<file path="src/hdl/ppi_map.svh">
// Constants for the printer/plotter programmed-I/O port
`ifndef PPI_MAP_SVH
`define PPI_MAP_SVH
// ------------------------------------------------------------
// Transfer codes (octal 6657, 6661-6667)
// ------------------------------------------------------------
`define PPI_IOT_LOAD_CMD   12'h0DAF
`define PPI_IOT_SKIP_FLAG  12'h0DB1
`define PPI_IOT_CLR_FLAG   12'h0DB2
`define PPI_IOT_SKIP_FAULT 12'h0DB3
`define PPI_IOT_LOAD_BYTE  12'h0DB4
`define PPI_IOT_INT_ON     12'h0DB5
`define PPI_IOT_CLR_LOAD   12'h0DB6
`define PPI_IOT_INT_OFF    12'h0DB7
// ------------------------------------------------------------
// Accumulator positions (bit 11 is the vector's bit 0)
// ------------------------------------------------------------
`define PPI_AC_MODE     0
`define PPI_AC_MODE_EN  1
`define PPI_AC_FF       2
`define PPI_AC_EOT      3
`define PPI_AC_CLEAR    4
`define PPI_AC_LTERM    5
`define PPI_CMD_W       6
`define PPI_BYTE_W      8
// Printer command pulse vector
`define PPI_P_FF        0
`define PPI_P_EOT       1
`define PPI_P_CLEAR     2
`define PPI_P_LTERM     3
`define PPI_P_LF        4
`define PPI_P_W         5
// ------------------------------------------------------------
// Character codes
// ------------------------------------------------------------
`define PPI_CH_CR  8'h0D
`define PPI_CH_LF  8'h0A
`define PPI_CH_FF  8'h0C
`define PPI_CH_EOT 8'h04
// ------------------------------------------------------------
// Timing
// ------------------------------------------------------------
`define PPI_CLK_NS     8
`define PPI_STROBE_NS  500
`define PPI_STROBE_CYC ((`PPI_STROBE_NS + `PPI_CLK_NS - 1) / `PPI_CLK_NS)
`define PPI_TONER_MS   1500
`define PPI_TONER_CYC  ((`PPI_TONER_MS * 1000000) / `PPI_CLK_NS)
`define PPI_CNT_W      28
`define PPI_PULSE_W    8
`define PPI_LINE_CHARS 132
`define PPI_CHAR_W     8
`endif

</file>
<file path="src/hdl/ppi_pkg.sv">
// Types for the printer/plotter programmed-I/O port
`include "ppi_map.svh"
package ppi_pkg;
  typedef enum logic [1:0] {
    ST_IDLE,
    ST_STROBE,
    ST_WAIT_READY,
    ST_HOLD
  } ppi_state_type;

  // Processor transfer request
  typedef struct packed {
    logic        valid;
    logic [11:0] code;
    logic [11:0] acc;
  } ppi_iot_type;

  // Lines toward the printer
  typedef struct packed {
    logic [`PPI_BYTE_W-1:0] data;
    logic                   strobe;
    logic                   plot_mode;
    logic [`PPI_P_W-1:0]    cmd;
  } ppi_prn_type;

  typedef struct packed {
    logic [`PPI_CMD_W-1:0]   cmd;
    logic                    accept;
    logic                    int_en;
    logic [`PPI_BYTE_W-1:0]  data;
    ppi_state_type           st;
    logic [`PPI_PULSE_W-1:0] stb_cnt;
    logic [`PPI_PULSE_W-1:0] cmd_cnt;
    logic [`PPI_P_W-1:0]     pulses;
    logic                    rdy_m;
    logic                    rdy_s;
    logic                    ok_m;
    logic                    ok_s;
    logic [`PPI_CNT_W-1:0]   idle_cnt;
    logic [`PPI_CNT_W-1:0]   hold_cnt;
    logic [`PPI_CHAR_W-1:0]  char_cnt;
    logic                    suppress;
  } ppi_regs_type;
endpackage : ppi_pkg

</file>
<file path="src/hdl/ppi_port.sv">
// Printer/plotter port: transfer decode, command register, accept flag
`timescale 1ns/1ps
`include "ppi_map.svh"
module ppi_port #(
  parameter int unsigned TONER_CYC  = `PPI_TONER_CYC,
  parameter int unsigned LINE_CHARS = `PPI_LINE_CHARS
) (
  // Clock and reset
  input  wire logic            sys_clk,
  input  wire logic            srst,
  // Processor transfer path
  input  wire ppi_pkg::ppi_iot_type io_transfer_instruction,
  output logic                 skip,
  output logic                 irq,
  output logic                 accept_flag,
  // Printer side
  output ppi_pkg::ppi_prn_type prn,
  input  wire logic            prn_ready_n,
  input  wire logic            prn_online
);

  ppi_pkg::ppi_regs_type r_r;
  ppi_pkg::ppi_regs_type r_nxt;

  localparam logic [`PPI_CNT_W-1:0] TONER_LIM = TONER_CYC[`PPI_CNT_W-1:0];
  // Strobe length rounded up so the pulse is never shorter than asked
  localparam int unsigned STB_INT = `PPI_STROBE_CYC;
  localparam logic [`PPI_PULSE_W-1:0] STB_CYC =
    STB_INT[`PPI_PULSE_W-1:0];
  localparam logic [`PPI_CHAR_W-1:0] LINE_LIM = LINE_CHARS[`PPI_CHAR_W-1:0];

  // ------------------------------------------------------------
  // Decode helpers
  // ------------------------------------------------------------
  function automatic logic is_code(input ppi_pkg::ppi_iot_type t,
                                   input logic [11:0] c);
    is_code = t.valid && (t.code == c);
  endfunction : is_code

  function automatic logic is_format(input logic [7:0] b);
    is_format = (b == `PPI_CH_CR) || (b == `PPI_CH_LF) ||
                (b == `PPI_CH_FF) || (b == `PPI_CH_EOT);
  endfunction : is_format

  logic do_cmd;
  logic do_load;
  logic do_clr;
  logic set_acc;
  logic prints;
  logic drop;
  logic [7:0] byte_in;
  logic [`PPI_CHAR_W-1:0] cnt_inc;

  assign do_cmd  = is_code(io_transfer_instruction, `PPI_IOT_LOAD_CMD);
  // combined code both loads and clears
  assign do_load = is_code(io_transfer_instruction, `PPI_IOT_LOAD_BYTE) ||
                   is_code(io_transfer_instruction, `PPI_IOT_CLR_LOAD);
  assign do_clr  = is_code(io_transfer_instruction, `PPI_IOT_CLR_FLAG) ||
                   is_code(io_transfer_instruction, `PPI_IOT_CLR_LOAD);
  assign byte_in = io_transfer_instruction.acc[`PPI_BYTE_W-1:0];
  assign cnt_inc = r_r.char_cnt + 1'b1;

  // ------------------------------------------------------------
  // Next state
  // ------------------------------------------------------------
  always_comb begin
    r_nxt   = r_r;
    set_acc = 1'b0;
    prints  = 1'b0;
    drop    = 1'b0;
    r_nxt.rdy_m = prn_ready_n;
    r_nxt.rdy_s = r_r.rdy_m;
    r_nxt.ok_m  = prn_online;
    r_nxt.ok_s  = r_r.ok_m;

    if (r_r.idle_cnt != TONER_LIM) begin
      r_nxt.idle_cnt = r_r.idle_cnt + 1'b1;
    end
    if (r_r.cmd_cnt != '0) begin
      r_nxt.cmd_cnt = r_r.cmd_cnt - 1'b1;
    end else begin
      r_nxt.pulses = '0;
    end

    case (r_r.st)
      ppi_pkg::ST_IDLE: begin
        r_nxt.st = ppi_pkg::ST_IDLE;
      end
      ppi_pkg::ST_STROBE: begin
        r_nxt.stb_cnt = r_r.stb_cnt - 1'b1;
        if (r_r.stb_cnt == 1) begin
          r_nxt.st = ppi_pkg::ST_WAIT_READY;
        end
      end
      ppi_pkg::ST_WAIT_READY: begin
        // printer drops ready when it can take more
        if (!r_r.rdy_s) begin
          if (r_r.hold_cnt != '0) begin
            r_nxt.st = ppi_pkg::ST_HOLD;
          end else begin
            set_acc  = 1'b1;
            r_nxt.st = ppi_pkg::ST_IDLE;
          end
        end
      end
      ppi_pkg::ST_HOLD: begin
        // extra wait for the toner pump
        r_nxt.hold_cnt = r_r.hold_cnt - 1'b1;
        if (r_r.hold_cnt == 1) begin
          set_acc  = 1'b1;
          r_nxt.st = ppi_pkg::ST_IDLE;
        end
      end
      default: begin
        r_nxt.st = ppi_pkg::ST_IDLE;
      end
    endcase

    if (do_cmd) begin
      r_nxt.cmd[`PPI_CMD_W-1:1] = io_transfer_instruction.acc[`PPI_CMD_W-1:1];
      // mode changes only with enable set
      if (io_transfer_instruction.acc[`PPI_AC_MODE_EN]) begin
        r_nxt.cmd[`PPI_AC_MODE] = io_transfer_instruction.acc[`PPI_AC_MODE];
      end
      r_nxt.pulses[`PPI_P_FF]  = io_transfer_instruction.acc[`PPI_AC_FF] &&
                                 r_nxt.cmd[`PPI_AC_MODE];
      // end of transmission, plot mode only
      r_nxt.pulses[`PPI_P_EOT] = io_transfer_instruction.acc[`PPI_AC_EOT] &&
                                 r_nxt.cmd[`PPI_AC_MODE];
      r_nxt.pulses[`PPI_P_CLEAR] = io_transfer_instruction.acc[`PPI_AC_CLEAR];
      // not when print mode, nor when this load writes plot
      r_nxt.pulses[`PPI_P_LTERM] = io_transfer_instruction.acc[`PPI_AC_LTERM] &&
        r_r.cmd[`PPI_AC_MODE] &&
        !(io_transfer_instruction.acc[`PPI_AC_MODE_EN] && io_transfer_instruction.acc[`PPI_AC_MODE]);
      r_nxt.pulses[`PPI_P_LF] = 1'b0;
      r_nxt.cmd_cnt = STB_CYC;
      prints = r_nxt.pulses[`PPI_P_FF] || r_nxt.pulses[`PPI_P_EOT] ||
               r_nxt.pulses[`PPI_P_LTERM];
      if (io_transfer_instruction.acc[`PPI_AC_CLEAR]) begin
        r_nxt.char_cnt = '0;
        r_nxt.suppress = 1'b0;
      end
    end

    // clear comes before the set below, so a set wins
    if (do_clr) begin
      r_nxt.accept = 1'b0;
    end

    if (do_load) begin
      r_nxt.data = byte_in;
      if (!r_r.cmd[`PPI_AC_MODE]) begin
        // drop first CR/LF after a full-buffer print
        if (r_r.suppress && ((byte_in == `PPI_CH_CR) ||
                             (byte_in == `PPI_CH_LF))) begin
          drop           = 1'b1;
          set_acc        = 1'b1;
          r_nxt.suppress = (byte_in == `PPI_CH_CR);
        end else if (is_format(byte_in)) begin
          // format codes print, so flag waits on printer
          prints         = 1'b1;
          r_nxt.suppress = 1'b0;
          r_nxt.char_cnt = '0;
          // CR with buffered text also feeds a line
          if ((byte_in == `PPI_CH_CR) && (r_r.char_cnt != '0)) begin
            r_nxt.pulses[`PPI_P_LF] = 1'b1;
            r_nxt.cmd_cnt = STB_CYC;
          end
          // EOT byte is passed for the long advance
        end else if (cnt_inc == LINE_LIM) begin
          prints         = 1'b1;
          r_nxt.suppress = 1'b1;
          r_nxt.char_cnt = '0;
        end else begin
          r_nxt.suppress = 1'b0;
          r_nxt.char_cnt = cnt_inc;
        end
      end
      if (!drop) begin
        r_nxt.st      = ppi_pkg::ST_STROBE;
        r_nxt.stb_cnt = STB_CYC;
        r_nxt.hold_cnt = '0;
      end
    end

    if (prints) begin
      if (r_r.idle_cnt == TONER_LIM) begin
        r_nxt.hold_cnt = TONER_LIM;
      end
      r_nxt.idle_cnt = '0;
    end

    if (set_acc) begin
      r_nxt.accept = 1'b1;
    end

    if (is_code(io_transfer_instruction, `PPI_IOT_INT_ON)) begin
      r_nxt.int_en = 1'b1;
    end
    if (is_code(io_transfer_instruction, `PPI_IOT_INT_OFF)) begin
      r_nxt.int_en = 1'b0;
    end
  end

  // ------------------------------------------------------------
  // State register
  // ------------------------------------------------------------
  always_ff @(posedge sys_clk) begin
    if (srst) begin
      // command register starts in print mode
      r_r       <= '0;
      r_r.rdy_m <= 1'b1;
      r_r.rdy_s <= 1'b1;
      r_r.st    <= ppi_pkg::ST_IDLE;
    end else begin
      r_r <= r_nxt;
    end
  end

  // ------------------------------------------------------------
  // Outputs
  // ------------------------------------------------------------
  // skip while the flag is set; skip on printer fault
  assign skip = (is_code(io_transfer_instruction, `PPI_IOT_SKIP_FLAG) && r_r.accept) ||
                (is_code(io_transfer_instruction, `PPI_IOT_SKIP_FAULT) && !r_r.ok_s);
  // request held while enabled and flag set
  assign irq         = r_r.int_en && r_r.accept;
  assign accept_flag = r_r.accept;
  assign prn.data    = r_r.data;
  assign prn.strobe  = (r_r.st == ppi_pkg::ST_STROBE);
  // mode line follows the register at once; the printer keeps
  // a started cycle in its old mode, so no ready check is needed
  assign prn.plot_mode = r_r.cmd[`PPI_AC_MODE];
  assign prn.cmd       = r_r.pulses;
endmodule : ppi_port

</file>
<file path="config.mk">
export PLATFORM = sky130hd
export DESIGN_NAME = ppi_port
export DESIGN_NICKNAME = d
export VERILOG_FILES = /design/src/hdl/ppi_pkg.sv /design/src/hdl/ppi_port.sv
export VERILOG_INCLUDE_DIRS = /design/src /design/src/hdl
export SDC_FILE = /design/constraint.sdc
export NUM_CORES = 1
export LEC_CHECK = 0
export BUFFER_PORTS_ARGS = -buffer_cell sky130_fd_sc_hd__buf_2
export CORE_ASPECT_RATIO = 0.7
export CORE_MARGIN = 1
export CORE_UTILIZATION = 65
export CTS_BUF_LIST = sky130_fd_sc_hd__clkbuf_4
export DETAILED_ROUTE_END_ITERATION = 8
export GPL_TIMING_DRIVEN = 1
export PLACE_DENSITY = 0.89
export SLEW_MARGIN = 0
export SYNTH_ARGS = -nofsm -noshare
export SYNTH_HDL_FRONTEND = slang
export SYNTH_SLANG_ARGS = --single-unit
</file>
<file path="constraint.sdc">
create_clock -name sys_clk -period 3.7 [get_ports sys_clk]
set_input_delay 0.74 -clock sys_clk [delete_from_list [all_inputs] [get_ports sys_clk]]
set_output_delay 0.74 -clock sys_clk [all_outputs]
set_load 0.1 [all_outputs]
</file>
==> flow_summary_export.csv <==
group,metric,value,unit
outcome,status,"completed",
synthesis,synth-warning-count,0,
clock_network,cts_tree,"yes",
routing,drt-initial-drc-count,383,
sta,rsz0062_at_grt,"false",
run,drv_cap,0,
sta,fin_crit,2.82,ns
synthesis,synth-async-reset-ratio,0,%
synthesis,syn_avg_cell_area,8.68,sq um
setup_path,required,2.96,ns
sta,fin_crit_sh,76.3,%
floorplan,die_w,111,microns
setup_path,cp_data_arrival_time,2.08,ns
sta,setup_viol,0,
synthesis,synth_top_area_cell,"dfxtp_1",
clock_network,path_clk_slew,0.15,ns
clock_network,htreeDepth,3,
routing,wl_per_cell,15.6,microns
synthesis,ys.flop_type,"dfxtp_1",
setup_path,slowest_stage,"buf_2",
sta,fmax,0.354,GHz
synthesis,ys_types,73,
place,dpl_worst_slack,0.890,ns
clock_network,clkLatencyLatePin,0.46,ns
pwr,leakage,2.14,nW
clock_network,clock_path_buffers,2,
routing,drc,0,
floorplan,ios,47,
pwr,irDropWorstVdd,393,uV
setup_path,cp_max_fo,6,
setup_path,end_kind,"output port",
synthesis,synth_seq_area_share,38.3,%
grt,grt_pass1_wl,19.5,mm
synthesis,netlist_area,0.00539,sq mm
grt,gr-total-overflow,0,
cells_and_area,antenna_cells,0,
setup_path,r2r_cells,5,
synthesis,synth_fp_nets,661,
clock_network,cts_inserted_buffers,9,
grt,grt_max_degree,41,
routing,num_vias,4561,
routing,routed_wl,11.5,mm
setup_path,cp_cell_sequence,"buf_2 > and4b_1 > nand3_1 > nor4b_2 > buf_2",
synthesis,synthTopCellsByArea,"dfxtp_1 38%, xor2_1 6.2%, nor2_1 5.2%",
synthesis,synth-edff-count,0,
sta,slew_headroom,45.6,%
pwr,p_total,2.09,mW
routing,drt_first_pass_iters,6,
pwr,p_per_area,371,mW/mm^2
sta,fin_setup_tns,0,ns
cells_and_area,stdcell_area,0.00563,sq mm
grt,grt_usage,27.5,%
clock_network,clock-sinks,103,
place,dp.cells,726,
grt,antenna_found_initial,0,
cells_and_area,finalNonFillerCells,741,
setup_path,cp_slowest_stage_delay,0.46,ns
synthesis,synth_top_area_share,38.3,%
setup_path,cp_common_cell,"buf_2",
cells_and_area,areaGrowthSynthToFinish,4.57,%
place,place.gp.congestion,0.888,
clock_network,cts_setup_buffers,0,
cells_and_area,final_nets,676,
place,portBuffers,42,
grt,grt_pass1_vias,4243,
routing,antenna_left,0,
clock_network,cts_resized,0,
setup_path,crit_path_start_kind,"primary input",
sta,skew,0.00984,ns
cells_and_area,final_cell_mix,"103 x dfxtp_1, 75 x nor2_1, 57 x nand2_1",
hold_path,min_path_type,"reg2reg",
synthesis,syn_inst,621,
floorplan,core_area,0.00794,sq mm
hold_path,worstHoldPathCells,1,
place,dpl_cell_area,0.00551,sq mm
floorplan,die-area,0.00866,sq mm
synthesis,synth-seq-cells,103,
sta,drv_slew,0,
floorplan,std_cell_rows,27,
sta,worstMarginPinSlew,0.815,ns
floorplan,fp.dieH,78.2,microns
setup_path,criticalPathCategory,"in2out",
routing,via_per_inst,6.16,
sta,worst_slack,0.878,ns
sta,final-hold-violation-count,0,
cells_and_area,layout-drive-gt1-share,13.8,%
place,dp_hpwl,8.32,mm
floorplan,start_util,67.9,%
clock_network,ctsRootBufferMaster,"clkbuf_4",
clock_network,cts.hold.buffers_added,0,
cells_and_area,final_common_cell,"dfxtp_1",
registers in the layout, indices dropped and copies added (netlist names):
| register | cells |
|---|---|
| r_nxt | 2 |
| accept_flag | 1 |
| r_r | 86 |
| prn | 14 |
cell families (layout without fill, tap and decap cells):
group	after synthesis	after routing	synth area share (%)
AOI/OAI and AO/OA	92	92	11.7
xor gates and xnor gates	65	65	10.6
adders and majority gates	11	11	2.55
buffers and inverters	54	73	5.36
DFF	103	103	38.3
muxes	2	2	0.372
and+or+nand+nor	294	294	31.2
stage by stage:
step                      utilization, %  hold WS (ns)
final                               71.0         0.432
after global routing                71.0         0.423
after CTS                           71.0         0.427
after detailed placement            69.3         0.397
after global placement              69.3         0.395
after floorplan                        -         0.389
critical path, delay by kind of cell:
kind,cells,cell delay [ns]
and+or+nand+nor,3,0.78
buffers and inverters,2,0.56
worst paths after layout:
check | endpoint | start | slack (ns)
hold / removal | r_r[67] | r_nxt[67] | 0.43
setup reg to reg | r_r[38] | r_r[3] | 1.51
hold reg to reg | r_r[67] | r_nxt[67] | 0.43
setup / recovery | skip | io_transfer_instruction[21] | 0.88
cell type report:
cell class              instances  area (sq um)
flip-flops and latches        103          2060
multi-input cells             464          3040
repair buffers                 43           218
clock buffers                   9          67.6
well taps                     101           126
fillers                       604          2300
inverters                      15          56.3
clock inverters                 6          61.3
report_power, final:
part	switching (mW)	total, mW	internal, mW
Clock	0.365	0.567	0.202
Sequential	0.0419	1.20	1.15
Combinational	0.195	0.329	0.135
Total	0.602	2.09	1.49
synth_stat cells (all sizes together) (3+ instances only):
master     n
a211oi     3
a21o       4
a21oi     30
a31oi      3
and2       9
and3      10
and4       8
and4b      4
buf       26
clkbuf    13
dfxtp    103
ha        11
inv       15
nand2     57
nand2b     5
nand3     25
nand4     19
nand4b     8
nor2      76
nor2b      7
nor3      14
nor3b      8
nor4      19
nor4b      3
nor4bb     4
o2111ai    4
o21ai     24
or2        3
or3        3
or4        7
xnor2     27
xor2      38
layer usage:
metal  vias to the layer above  track usage [%]  wire, microns
li1                       2227                -              -
met5                         -                0              0
met3                        18             6.49            689
met4                         0             7.73            102
met1                      2168             36.5           5440
met2                       148             44.8           5300
Note: power is estimated with default switching activity, not from simulation.
